$ cat src/shared/ccj_consts.vh
/*
 * Constants for the chained configuration controller with JTAG override.
 * Assumes a 50 MHz system clock; included by bare name from design files.
 */
`ifndef CCJ_CONSTS_VH
`define CCJ_CONSTS_VH

// -----------------------------------------------------------------------------
// Scheme select encodings
// -----------------------------------------------------------------------------
`define CCJ_SCHEME_W        2
`define CCJ_SCHEME_AS       2'h0
`define CCJ_SCHEME_FAS      2'h1
`define CCJ_SCHEME_PS       2'h2
`define CCJ_SCHEME_JTAG_ONLY 2'h3

// -----------------------------------------------------------------------------
// State codes
// -----------------------------------------------------------------------------
`define CCJ_ST_W            3
`define CCJ_ST_IDLE         3'h0
`define CCJ_ST_LOAD         3'h1
`define CCJ_ST_JTAG         3'h2
`define CCJ_ST_WAIT_DONE    3'h3
`define CCJ_ST_INIT         3'h4
`define CCJ_ST_ERROR        3'h5

// -----------------------------------------------------------------------------
// Sizes and timing
// -----------------------------------------------------------------------------
`define CCJ_IMAGE_BITS      16'h0100
`define CCJ_CLK_DIV_HALF    4'h4

`endif

$ cat src/design/ccj_edge_sync.v
/*
 * Two flip-flop synchroniser with rise and fall detection after the second stage.
 * Assumes the input is asynchronous to clk_i.
 */
`default_nettype none

module ccj_edge_sync #(
   parameter RESET_VAL = 1'b0
) (
   // Clock and reset
   input  wire clk_i,
   input  wire srst_i,
   // Asynchronous input
   input  wire async_i,
   // Synchronised outputs
   output wire level_o,
   output wire rise_o,
   output wire fall_o
);

   reg meta_q;
   reg sync_q;
   reg prev_q;

   always @(posedge clk_i) begin
      if (srst_i) begin
         meta_q <= RESET_VAL;
         sync_q <= RESET_VAL;
         prev_q <= RESET_VAL;
      end else begin
         meta_q <= async_i;
         sync_q <= meta_q;
         prev_q <= sync_q;
      end
   end

   assign level_o = sync_q;
   assign rise_o  = sync_q & ~prev_q;
   assign fall_o  = ~sync_q & prev_q;

endmodule // ccj_edge_sync

`default_nettype wire

$ cat src/design/ccj_config_ctrl.v
/*
 * Configuration controller of a chained programmable device: open-drain status
 * and done handshake, serial load of the image, and a JTAG load path that wins
 * over every other scheme.
 * Assumes external pull-ups on the shared lines and that all pins are
 * asynchronous to clk_i; the link clocks are sampled, not used as clocks.
 */
`include "ccj_consts.vh"
`default_nettype none

module ccj_config_ctrl #(
   parameter [15:0] IMAGE_BITS = `CCJ_IMAGE_BITS
) (
   // Clock and reset
   input  wire       clk_i,
   input  wire       srst_i,
   // Chain and scheme pins
   input  wire       chip_enable_in_n_i,
   output wire       chain_enable_out_n_o,
   input  wire [1:0] scheme_select_pins_i,
   input  wire       decompress_en_i,
   // Open-drain status line
   input  wire       config_status_line_n_i,
   output wire       config_status_line_n_o,
   output wire       config_status_line_n_oe_n_o,
   // Open-drain done line
   input  wire       config_done_line_i,
   output wire       config_done_line_o,
   output wire       config_done_line_oe_n_o,
   // Serial configuration link
   input  wire       config_clock_in_i,
   output wire       config_clock_out_o,
   input  wire       config_data_i,
   // JTAG link
   input  wire       jtag_tck_i,
   input  wire       jtag_load_req_i,
   input  wire       jtag_tdi_i,
   // Status to the device core
   output wire       init_mode_o,
   output wire       jtag_active_o,
   output wire       bit_valid_o,
   output wire       bit_data_o,
   output wire       bit_decompress_o,
   output wire       load_error_o
);

   // --------------------------------------------------------------------------
   // Pin synchronisers
   // --------------------------------------------------------------------------
   wire ce_n_s;
   wire status_n_s;
   wire done_s;
   wire done_rise;
   wire config_clock_out_rise;
   wire tck_rise;
   wire jreq_s;
   wire jreq_rise;
   wire data_s;
   wire tdi_s;

   ccj_edge_sync #(.RESET_VAL(1'b1)) u_ce (
      .clk_i (clk_i), .srst_i (srst_i), .async_i (chip_enable_in_n_i),
      .level_o (ce_n_s), .rise_o (), .fall_o ());
   ccj_edge_sync #(.RESET_VAL(1'b1)) u_st (
      .clk_i (clk_i), .srst_i (srst_i), .async_i (config_status_line_n_i),
      .level_o (status_n_s), .rise_o (), .fall_o ());
   ccj_edge_sync #(.RESET_VAL(1'b0)) u_dn (
      .clk_i (clk_i), .srst_i (srst_i), .async_i (config_done_line_i),
      .level_o (done_s), .rise_o (done_rise), .fall_o ());
   ccj_edge_sync #(.RESET_VAL(1'b0)) u_dc (
      .clk_i (clk_i), .srst_i (srst_i), .async_i (config_clock_in_i),
      .level_o (), .rise_o (config_clock_out_rise), .fall_o ());
   ccj_edge_sync #(.RESET_VAL(1'b0)) u_tk (
      .clk_i (clk_i), .srst_i (srst_i), .async_i (jtag_tck_i),
      .level_o (), .rise_o (tck_rise), .fall_o ());
   ccj_edge_sync #(.RESET_VAL(1'b0)) u_jr (
      .clk_i (clk_i), .srst_i (srst_i), .async_i (jtag_load_req_i),
      .level_o (jreq_s), .rise_o (jreq_rise), .fall_o ());
   ccj_edge_sync #(.RESET_VAL(1'b0)) u_dt (
      .clk_i (clk_i), .srst_i (srst_i), .async_i (config_data_i),
      .level_o (data_s), .rise_o (), .fall_o ());
   ccj_edge_sync #(.RESET_VAL(1'b0)) u_ti (
      .clk_i (clk_i), .srst_i (srst_i), .async_i (jtag_tdi_i),
      .level_o (tdi_s), .rise_o (), .fall_o ());

   // The scheme straps are pins as well, so they take the same two-stage path.
   wire [1:0] scheme_s;
   genvar gi;
   generate
      for (gi = 0; gi < 2; gi = gi + 1) begin : g_sel
         ccj_edge_sync #(.RESET_VAL(1'b0)) u_sel (
            .clk_i   (clk_i),
            .srst_i  (srst_i),
            .async_i (scheme_select_pins_i[gi]),
            .level_o (scheme_s[gi]),
            .rise_o  (),
            .fall_o  ());
      end
   endgenerate

   // --------------------------------------------------------------------------
   // Scheme decode
   // --------------------------------------------------------------------------
   function is_active_serial;
      input [1:0] sel;
      begin
         is_active_serial = (sel == `CCJ_SCHEME_AS) || (sel == `CCJ_SCHEME_FAS);
      end
   endfunction

   wire as_mode = is_active_serial(scheme_s);

   // --------------------------------------------------------------------------
   // Load sequencer
   // --------------------------------------------------------------------------
   reg [2:0]  state_q;
   reg [2:0]  state_d;
   reg [15:0] count_q;
   reg [15:0] count_d;
   reg        bit_valid_q;
   reg        bit_data_q;
   reg        bit_dec_q;
   reg        div_clk_q;
   reg [3:0]  div_cnt_q;

   wire [15:0] last_bit = IMAGE_BITS - 16'h0001;
   // In active serial schemes the source clock is our own divider.
   wire serial_edge = as_mode ? (div_cnt_q == 4'h0 && !div_clk_q) : config_clock_out_rise;
   wire take_serial = (state_q == `CCJ_ST_LOAD) && serial_edge;
   wire take_jtag   = (state_q == `CCJ_ST_JTAG) && tck_rise;
   // A new JTAG request preempts any scheme mid-load.
   wire jtag_start  = jreq_rise;

   always @* begin
      state_d = state_q;
      count_d = count_q;
      case (state_q)
         `CCJ_ST_IDLE: begin
            if (jtag_start) begin
               state_d = `CCJ_ST_JTAG;
               count_d = 16'h0000;
            end else if (!ce_n_s && status_n_s &&
                         scheme_s != `CCJ_SCHEME_JTAG_ONLY) begin
               state_d = `CCJ_ST_LOAD;
               count_d = 16'h0000;
            end
         end
         `CCJ_ST_LOAD: begin
            if (jtag_start) begin
               state_d = `CCJ_ST_JTAG;
               count_d = 16'h0000;
            end else if (!status_n_s) begin
               state_d = `CCJ_ST_ERROR;
            end else if (take_serial) begin
               count_d = count_q + 16'h0001;
               if (count_q == last_bit) begin
                  state_d = `CCJ_ST_WAIT_DONE;
               end
            end
         end
         `CCJ_ST_JTAG: begin
            if (take_jtag) begin
               count_d = count_q + 16'h0001;
               if (count_q == last_bit) begin
                  state_d = `CCJ_ST_WAIT_DONE;
               end
            end else if (!jreq_s) begin
               state_d = `CCJ_ST_ERROR;
            end
         end
         `CCJ_ST_WAIT_DONE: begin
            if (jtag_start) begin
               state_d = `CCJ_ST_JTAG;
               count_d = 16'h0000;
            end else if (done_rise || done_s) begin
               state_d = `CCJ_ST_INIT;
            end
         end
         `CCJ_ST_INIT: begin
            if (jtag_start) begin
               state_d = `CCJ_ST_JTAG;
               count_d = 16'h0000;
            end
         end
         `CCJ_ST_ERROR: begin
            if (jtag_start) begin
               state_d = `CCJ_ST_JTAG;
               count_d = 16'h0000;
            end
         end
         default: begin
            state_d = `CCJ_ST_IDLE;
            count_d = 16'h0000;
         end
      endcase
   end

   always @(posedge clk_i) begin
      if (srst_i) begin
         state_q     <= `CCJ_ST_IDLE;
         count_q     <= 16'h0000;
         bit_valid_q <= 1'b0;
         bit_data_q  <= 1'b0;
         bit_dec_q   <= 1'b0;
      end else begin
         state_q     <= state_d;
         count_q     <= count_d;
         bit_valid_q <= (take_serial && !jtag_start) || take_jtag;
         bit_data_q  <= take_jtag ? tdi_s : data_s;
         // Decompression only ever applies to serial-scheme data.
         // The flag follows the valid pulse, so an aborted bit never leaves it set.
         bit_dec_q   <= take_serial && !jtag_start && decompress_en_i;
      end
   end

   // --------------------------------------------------------------------------
   // Configuration clock divider
   // --------------------------------------------------------------------------
   // Runs only while an active serial load is in progress; JTAG stops it.
   wire div_run = as_mode && (state_q == `CCJ_ST_LOAD);

   always @(posedge clk_i) begin
      if (srst_i) begin
         div_cnt_q <= 4'h0;
         div_clk_q <= 1'b0;
      end else if (!div_run) begin
         div_cnt_q <= 4'h0;
         div_clk_q <= 1'b0;
      end else if (div_cnt_q == `CCJ_CLK_DIV_HALF - 4'h1) begin
         div_cnt_q <= 4'h0;
         div_clk_q <= ~div_clk_q;
      end else begin
         div_cnt_q <= div_cnt_q + 4'h1;
      end
   end

   // --------------------------------------------------------------------------
   // Pins
   // --------------------------------------------------------------------------
   wire loaded = (state_q == `CCJ_ST_WAIT_DONE) || (state_q == `CCJ_ST_INIT);

   // Open-drain: output is always low; enable low means driving.
   assign config_status_line_n_o      = 1'b0;
   assign config_status_line_n_oe_n_o = (state_q != `CCJ_ST_ERROR);
   assign config_done_line_o          = 1'b0;
   assign config_done_line_oe_n_o     = loaded;
   assign chain_enable_out_n_o        = ~loaded;
   assign config_clock_out_o          = div_clk_q;

   assign init_mode_o      = (state_q == `CCJ_ST_INIT);
   assign jtag_active_o    = (state_q == `CCJ_ST_JTAG);
   assign bit_valid_o      = bit_valid_q;
   assign bit_data_o       = bit_data_q;
   assign bit_decompress_o = bit_dec_q;
   assign load_error_o     = (state_q == `CCJ_ST_ERROR);

endmodule // ccj_config_ctrl

`default_nettype wire

$ cat config.mk
export PLATFORM = sky130hd
export DESIGN_NAME = ccj_config_ctrl
export DESIGN_NICKNAME = d
export VERILOG_FILES = /design/src/design/ccj_edge_sync.v /design/src/design/ccj_config_ctrl.v
export VERILOG_INCLUDE_DIRS = /design/src /design/src/shared
export SDC_FILE = /design/constraint.sdc
export NUM_CORES = 1
export LEC_CHECK = 0
export BUFFER_PORTS_ARGS = -buffer_cell sky130_fd_sc_hd__buf_2
export CAP_MARGIN = 20
export CORE_ASPECT_RATIO = 0.5
export CORE_MARGIN = 3
export CORE_UTILIZATION = 48
export CTS_BUF_LIST = sky130_fd_sc_hd__clkbuf_4 sky130_fd_sc_hd__clkbuf_8
export CTS_CLUSTER_SIZE = 24
export DETAILED_ROUTE_END_ITERATION = 8
export PLACE_DENSITY = 0.7
export RECOVER_POWER = 25
export SYNTH_ARGS = -nofsm -noshare
export SYNTH_HDL_FRONTEND = slang
export SYNTH_SLANG_ARGS = --single-unit
export TNS_END_PERCENT = 10
$ cat constraint.sdc
create_clock -name clk_i -period 3.4 [get_ports clk_i]
set_input_delay 0.34 -clock clk_i [delete_from_list [all_inputs] [get_ports clk_i]]
set_output_delay 0.34 -clock clk_i [all_outputs]
set_load 0.1 [all_outputs]
# [After elaboration in Yosys (flattened, before gate mapping)]
# Index checks and enable logic that the tools add are counted.
# W data, S select, Z words.
[classes] n_addsub=2 n_eq_ne=19 n_mux=22 bitwise=11 reduce_logical=24
[op_table] operator="$mux W16" n=7
[op_table] operator="$pmux W16 S4" n=1
[op_table] operator="$mux W3" n=11
[op_table] operator="$add A16 B1 Y16 const B" n=1
[op_table] operator="$eq A16 B8 Y1 const B" n=1
[op_table] operator="$ne A3 B3 Y1 const B" n=5
[op_table] operator="$pmux W3 S5" n=1
[op_table] operator="$reduce_and A5 Y1" n=2
[op_table] operator="$logic_and A1 B1 Y1" n=8
[op_table] operator="$not A1 Y1" n=7
[op_table] operator="$eq A3 B2 Y1 const B" n=2
[op_table] operator="$eq A3 B3 Y1 const B" n=2
[op_table] operator="$ne A2 B1 Y1 const B" n=3
[op_table] operator="$reduce_or A3 Y1" n=2
[op_table] operator="$add A4 B1 Y4 const B" n=1
[op_table] operator="$and A1 B1 Y1" n=4
[op_table] operator="$eq A4 B2 Y1 const B" n=1
[op_table] operator="$logic_not A4 Y1" n=1
[op_table] operator="$logic_or A1 B1 Y1" n=4
[op_table] operator="$ne A4 B4 Y1 const B" n=1
[op_table] operator="$reduce_or A2 Y1" n=2
[op_table] operator="$eq A3 B1 Y1 const B" n=1
[op_table] operator="$logic_not A1 Y1" n=3
[op_table] operator="$logic_not A3 Y1" n=1
[op_table] operator="other kinds (5)" n=6
[totals] regBits=51 inputBits=13 output_inout_bits=12 wordCells=109

# [Depth between registers and ports, before layout]
[depth] ltp_word=8 depth_mapped=8 ltp_nobuf=7

# [By module]
# Synthesis repeated with hierarchy kept, for this count alone.
[hier_totals] cells_unflattened=283 hier_area_um2=2562.5
[modules_own_cells] module="ccj_config_ctrl" n_inst=1 cells_per_inst=203 area_each_um2=1646.6 seq_area_each_um2=540.5
[modules_own_cells] module="ccj_edge_sync (g_sel[0].u_sel ...)" n_inst=8 cells_per_inst=8 area_each_um2=91.3 seq_area_each_um2=60.1
[modules_own_cells] module="ccj_edge_sync (u_ce ...)" n_inst=2 cells_per_inst=8 area_each_um2=92.6 seq_area_each_um2=60.1

# [Worst setup path before layout]
# No wires, ideal clock.
[synth_timing] kind="reg2out" from="register state_q[2]" to="output chain_enable_out_n_o" arrival_time_ps=4184 required_time_ps=3060 path_slack_ps=-1124 stages_incl_launch_ff=5 path_buffers=1 path_cell_list="dfxtp_1 -> buf_6 -> or2b_1 -> o21ai_0 -> inv_1"
[synth_between] elab_chain_cells=3 elab_cells_between_ends=4 cone_classes="eq/ne (2); bitwise (1); reduce/logical (1)"
[synth_lines] item="start, declared" line_no="ccj_config_ctrl.v:116" rtl="reg [2:0] state_q;"
[synth_lines] item="start signal, assigned" line_no="ccj_config_ctrl.v:200" rtl="state_q <= `CCJ_ST_IDLE;"
[synth_lines] item="start signal, assigned" line_no="ccj_config_ctrl.v:206" rtl="state_q <= state_d;"
[synth_lines] item="$eq A3 B2 Y1 / $eq A3 B3 Y1 (equally long branches)"
[synth_lines] item="$logic_or A1 B1 Y1 *" line_no="ccj_config_ctrl.v:240" rtl="wire loaded = (state_q == `CCJ_ST_WAIT_DONE) || (state_q == `CCJ_ST_INIT);"
[synth_lines] item="via config_done_line_oe_n_o" line_no="ccj_config_ctrl.v:29" rtl="output wire config_done_line_oe_n_o,"
[synth_lines] item="$not A1 Y1 *" line_no="ccj_config_ctrl.v:247" rtl="assign chain_enable_out_n_o = ~loaded;"
[synth_lines] item="end, declared" line_no="ccj_config_ctrl.v:19" rtl="output wire chain_enable_out_n_o,"
# Mark *: on every way through the listed nets, which the timed path passes. The rest lies on a longest branch.

# [Worst setup path after layout]
[layout_timing] from="register state_q[0]" to="output config_done_line_oe_n_o"
[layout_between] elab_chain_cells=2 elab_cells_between_ends=3 cone_classes="eq/ne (2); reduce/logical (1)"
[layout_lines] item="$eq A3 B2 Y1 / $eq A3 B3 Y1 (equally long branches)"
[layout_lines] item="$logic_or A1 B1 Y1 *" line_no="ccj_config_ctrl.v:240"
[layout_lines] item="end, declared" line_no="ccj_config_ctrl.v:29"
# Every way passes the cells marked *; elsewhere a longest branch is shown, timed or not.

==> flow_summary.toml <==
[sta]
worst_rel_slew_slack = 0.148
tns_ns = 0
fin_crit_sh = 0.676
fmaxAchievable_mhz = 435
setup_viol = 0
worst_clock_skew_ns = 0.00308
rsz0062_at_grt = "false"
report.final.hold_viol_count = 0
tmin_final_ns = 2.30
max_transition_viols_final = 0
worstMarginPinSlew_ns = 1.28
worst_slack_ns = 1.10

[finish]
layout_common_cells = "50 x dfxtp_1, 25 x nand2_1, 24 x nor2b_1"
register_area_um2 = 1000
areaGrowthSynthToFinish_pct = 8.93
drive_above_1_share = 0.167
multi_input_area_um2 = 1240
num-fill-cells = 423
final_instance_count_excl_fillers = 341
antenna_cells_inserted = 0
leading_cell_type_in_the_layout_fill_and_taps_excluded = "dfxtp_1"
nNetsFinal = 290

[placed_design]
gp_congestion = 0.840
buffer_ports.inserted = 22
place.detailed.instances = 333
place_hpwl_mm = 3.32
pre_cts_ws_ns = 1.26

[flow_run]
cap_violations = 0

[run_status]
run_status = "finished, final reports clean"

[worst_setup_path]
reg2reg_slack_ns = 1.25
timing_worst_setup_path_type = "flop to primary output"
setup.worst_path.end_class = "primary output"
critPathLaunchType = "flop"
cp_data_arrival_time_ns = 1.96
worst_ep_required_time_ns = 3.06
critical_path_peak_fanout = 11

[clock_tree]
cts.hold.buffers_added = 0
worstSkewPairLatency_ns = 0.30
cts-root-to-sink-buffers = 2
cts_num_sinks = 50
cts_setup_buffers = 0
ctsRootBufferMaster = "clkbuf_8"
clock_h_tree_levels = 2
clkTransAtPathRegs_ns = 0.09
cts.repair.resized = 0
clock_buffer_count_from_cts = 5
tritoncts = "done"

[power_and_ir_drop]
overall_power_consumption_w = 0.00129
power_density_nw_per_um2 = 498
irDropWorstVdd_mv = 0.268
power.static_leakage_nw = 0.981

[synthesis]
post_synth_instance_area_um2 = 2370
synth.yosys.seq_area_share = 0.423
synth_cells = 257
ys_async_sr_fraction = 0
yosys_warnings = 0
synth_cell_types = 49
postSynthRegisterBits = 50
postSynthAreaPerCell_um2 = 9.22
synth_edf_count = 0
synthFlopType = "dfxtp_1"

[floorplanning]
die_area_um2 = 5860
chipWidth_um = 105
ios = 25
floorplan.core_area_um2 = 4570
die_h_um = 55.7
floorplan.initialDensity = 0.518
placement_rows = 17

[route]
postRouteAntennaNets = 0
wl_met1_mm = 2.34
topRoutingLayerUsed = "met4"
wirelength_mm = 4.65
route.detailed.wl_per_inst_um = 13.6
route.detailed.vias_per_inst = 5.36
drtPass1Iterations = 4
wl_met3_um = 193
detailroute.wirelength.met2_mm = 2.07
via_count = 1829
drc = 0
dr.first_iter.drc_count = 105

[grt]
grt_overflow_total = 0
grt_first_pass_wirelength_mm = 8.01
first_global_vias = 1686
gr-usage-all-layers = 0.167
initial_antenna_violation_count = 0
grt_start_max_net_pins = 32

[min_path]
timing.hold.worst.class = "input port to flop"
-- metrics by stage --
stage / cell area (µm²) / hold WS, ns / util
after detailed placement: 2460 / 0.399 / 0.539
after floorplan: 2380 / 0.389 / -
after CTS: 2580 / 0.204 / 0.564
final: 2580 / 0.212 / 0.564
after global placement: 2460 / 0.396 / 0.539
after global routing: 2580 / 0.207 / 0.564
-- flip-flops by register name, summed over array words and instances, names as in the netlist, 2 cells and up --
| name | count |
|---|---|
| div_cnt_q | 4 |
| g_sel.u_sel.meta_q | 2 |
| state_q | 3 |
| count_q | 16 |
| g_sel.u_sel.level_o | 2 |
-- path summary, 6_finish.rpt --
| path | from | end | depth (start not counted) |
|---|---|---|---|
| setup / recovery | state_q[0]$_SDFFE_PP0P_ | config_done_line_oe_n_o | 4 |
| hold / removal | config_status_line_n_i | u_st.meta_q$_SDFF_PP1_ | 2 |
| setup reg to reg | state_q[1]$_SDFFE_PP0P_ | count_q[10]$_SDFFE_PP0P_ | 5 |
| hold reg to reg | u_st.meta_q$_SDFF_PP1_ | u_st.level_o$_SDFF_PP1_ | 1 |
-- logic make-up (layout without fill, tap and decap cells) --
kind of cell             count (synthesis)  in the layout  share of synthesized area
AO/OA/AOI/OAI                           41             41                      0.136
XOR/XNOR                                 2              2                    0.00740
adder cells (fa/ha/maj)                  3              3                     0.0158
buffers and inverters                   20             37                     0.0549
flip-flops                              50             50                      0.423
multiplexers                            10             10                     0.0423
other                                    1              2                    0.00158
AND/OR/NAND/NOR                        130            130                      0.319
-- synthesized netlist by cell type (all sizes together), types with 2 or more instances --
library cell | n | area [µm²]
o21ai | 3 | 15.0
o31ai | 7 | 52.6
clkbuf | 4 | 25.0
nor4 | 2 | 12.5
and2 | 5 | 31.3
nand3 | 12 | 60.1
inv | 7 | 26.3
or2 | 4 | 25.0
or2b | 5 | 37.5
nor3 | 9 | 45.0
a31oi | 3 | 33.8
xor2 | 2 | 17.5
mux2i | 10 | 100
a211o | 2 | 20.0
a32oi | 2 | 17.5
buf | 9 | 78.8
a31o | 2 | 17.5
or4 | 7 | 53.8
nor2b | 24 | 150
nand2b | 9 | 63.8
ha | 3 | 37.5
nand4 | 9 | 56.3
a211oi | 2 | 40.0
nor3b | 3 | 33.8
a21oi | 11 | 58.8
a21boi | 5 | 37.5
nor2 | 9 | 33.8
dfxtp | 50 | 1000
nand2 | 25 | 93.8
-- worst max-delay path: stages, from the launching register on --
cell     delay (ns)
dfxtp_1        0.65
nor2b_1        0.26
nand2_1        0.16
o21ai_2        0.13
buf_2          0.45
-- routing by layer --
metal | global-route usage | vias to the layer above
met5 | 0 | -
met4 | 0.0449 | 0
met3 | 0.0417 | 5
met2 | 0.262 | 34
met1 | 0.229 | 851
li1 | - | 939
-- cell type report --
type | count | share of cell area
Clock buffer | 5 | 0.0267
Clock inverter | 3 | 0.0184
Sequential cell | 50 | 0.388
Inverter | 7 | 0.0102
Multi-Input combinational cell | 188 | 0.483
Timing Repair Buffer | 22 | 0.0422
Tap cell | 66 | 0.0320
-- power by group --
group | leakage [nW] | total, W | switching (W) | internal [W]
logic | 0.514 | 0.000222 | 0.000148 | 0.0000741
clock network | 0.0587 | 0.000429 | 0.000206 | 0.000223
registers | 0.408 | 0.000634 | 0.0000251 | 0.000609
(Power assumes the default switching activity.)
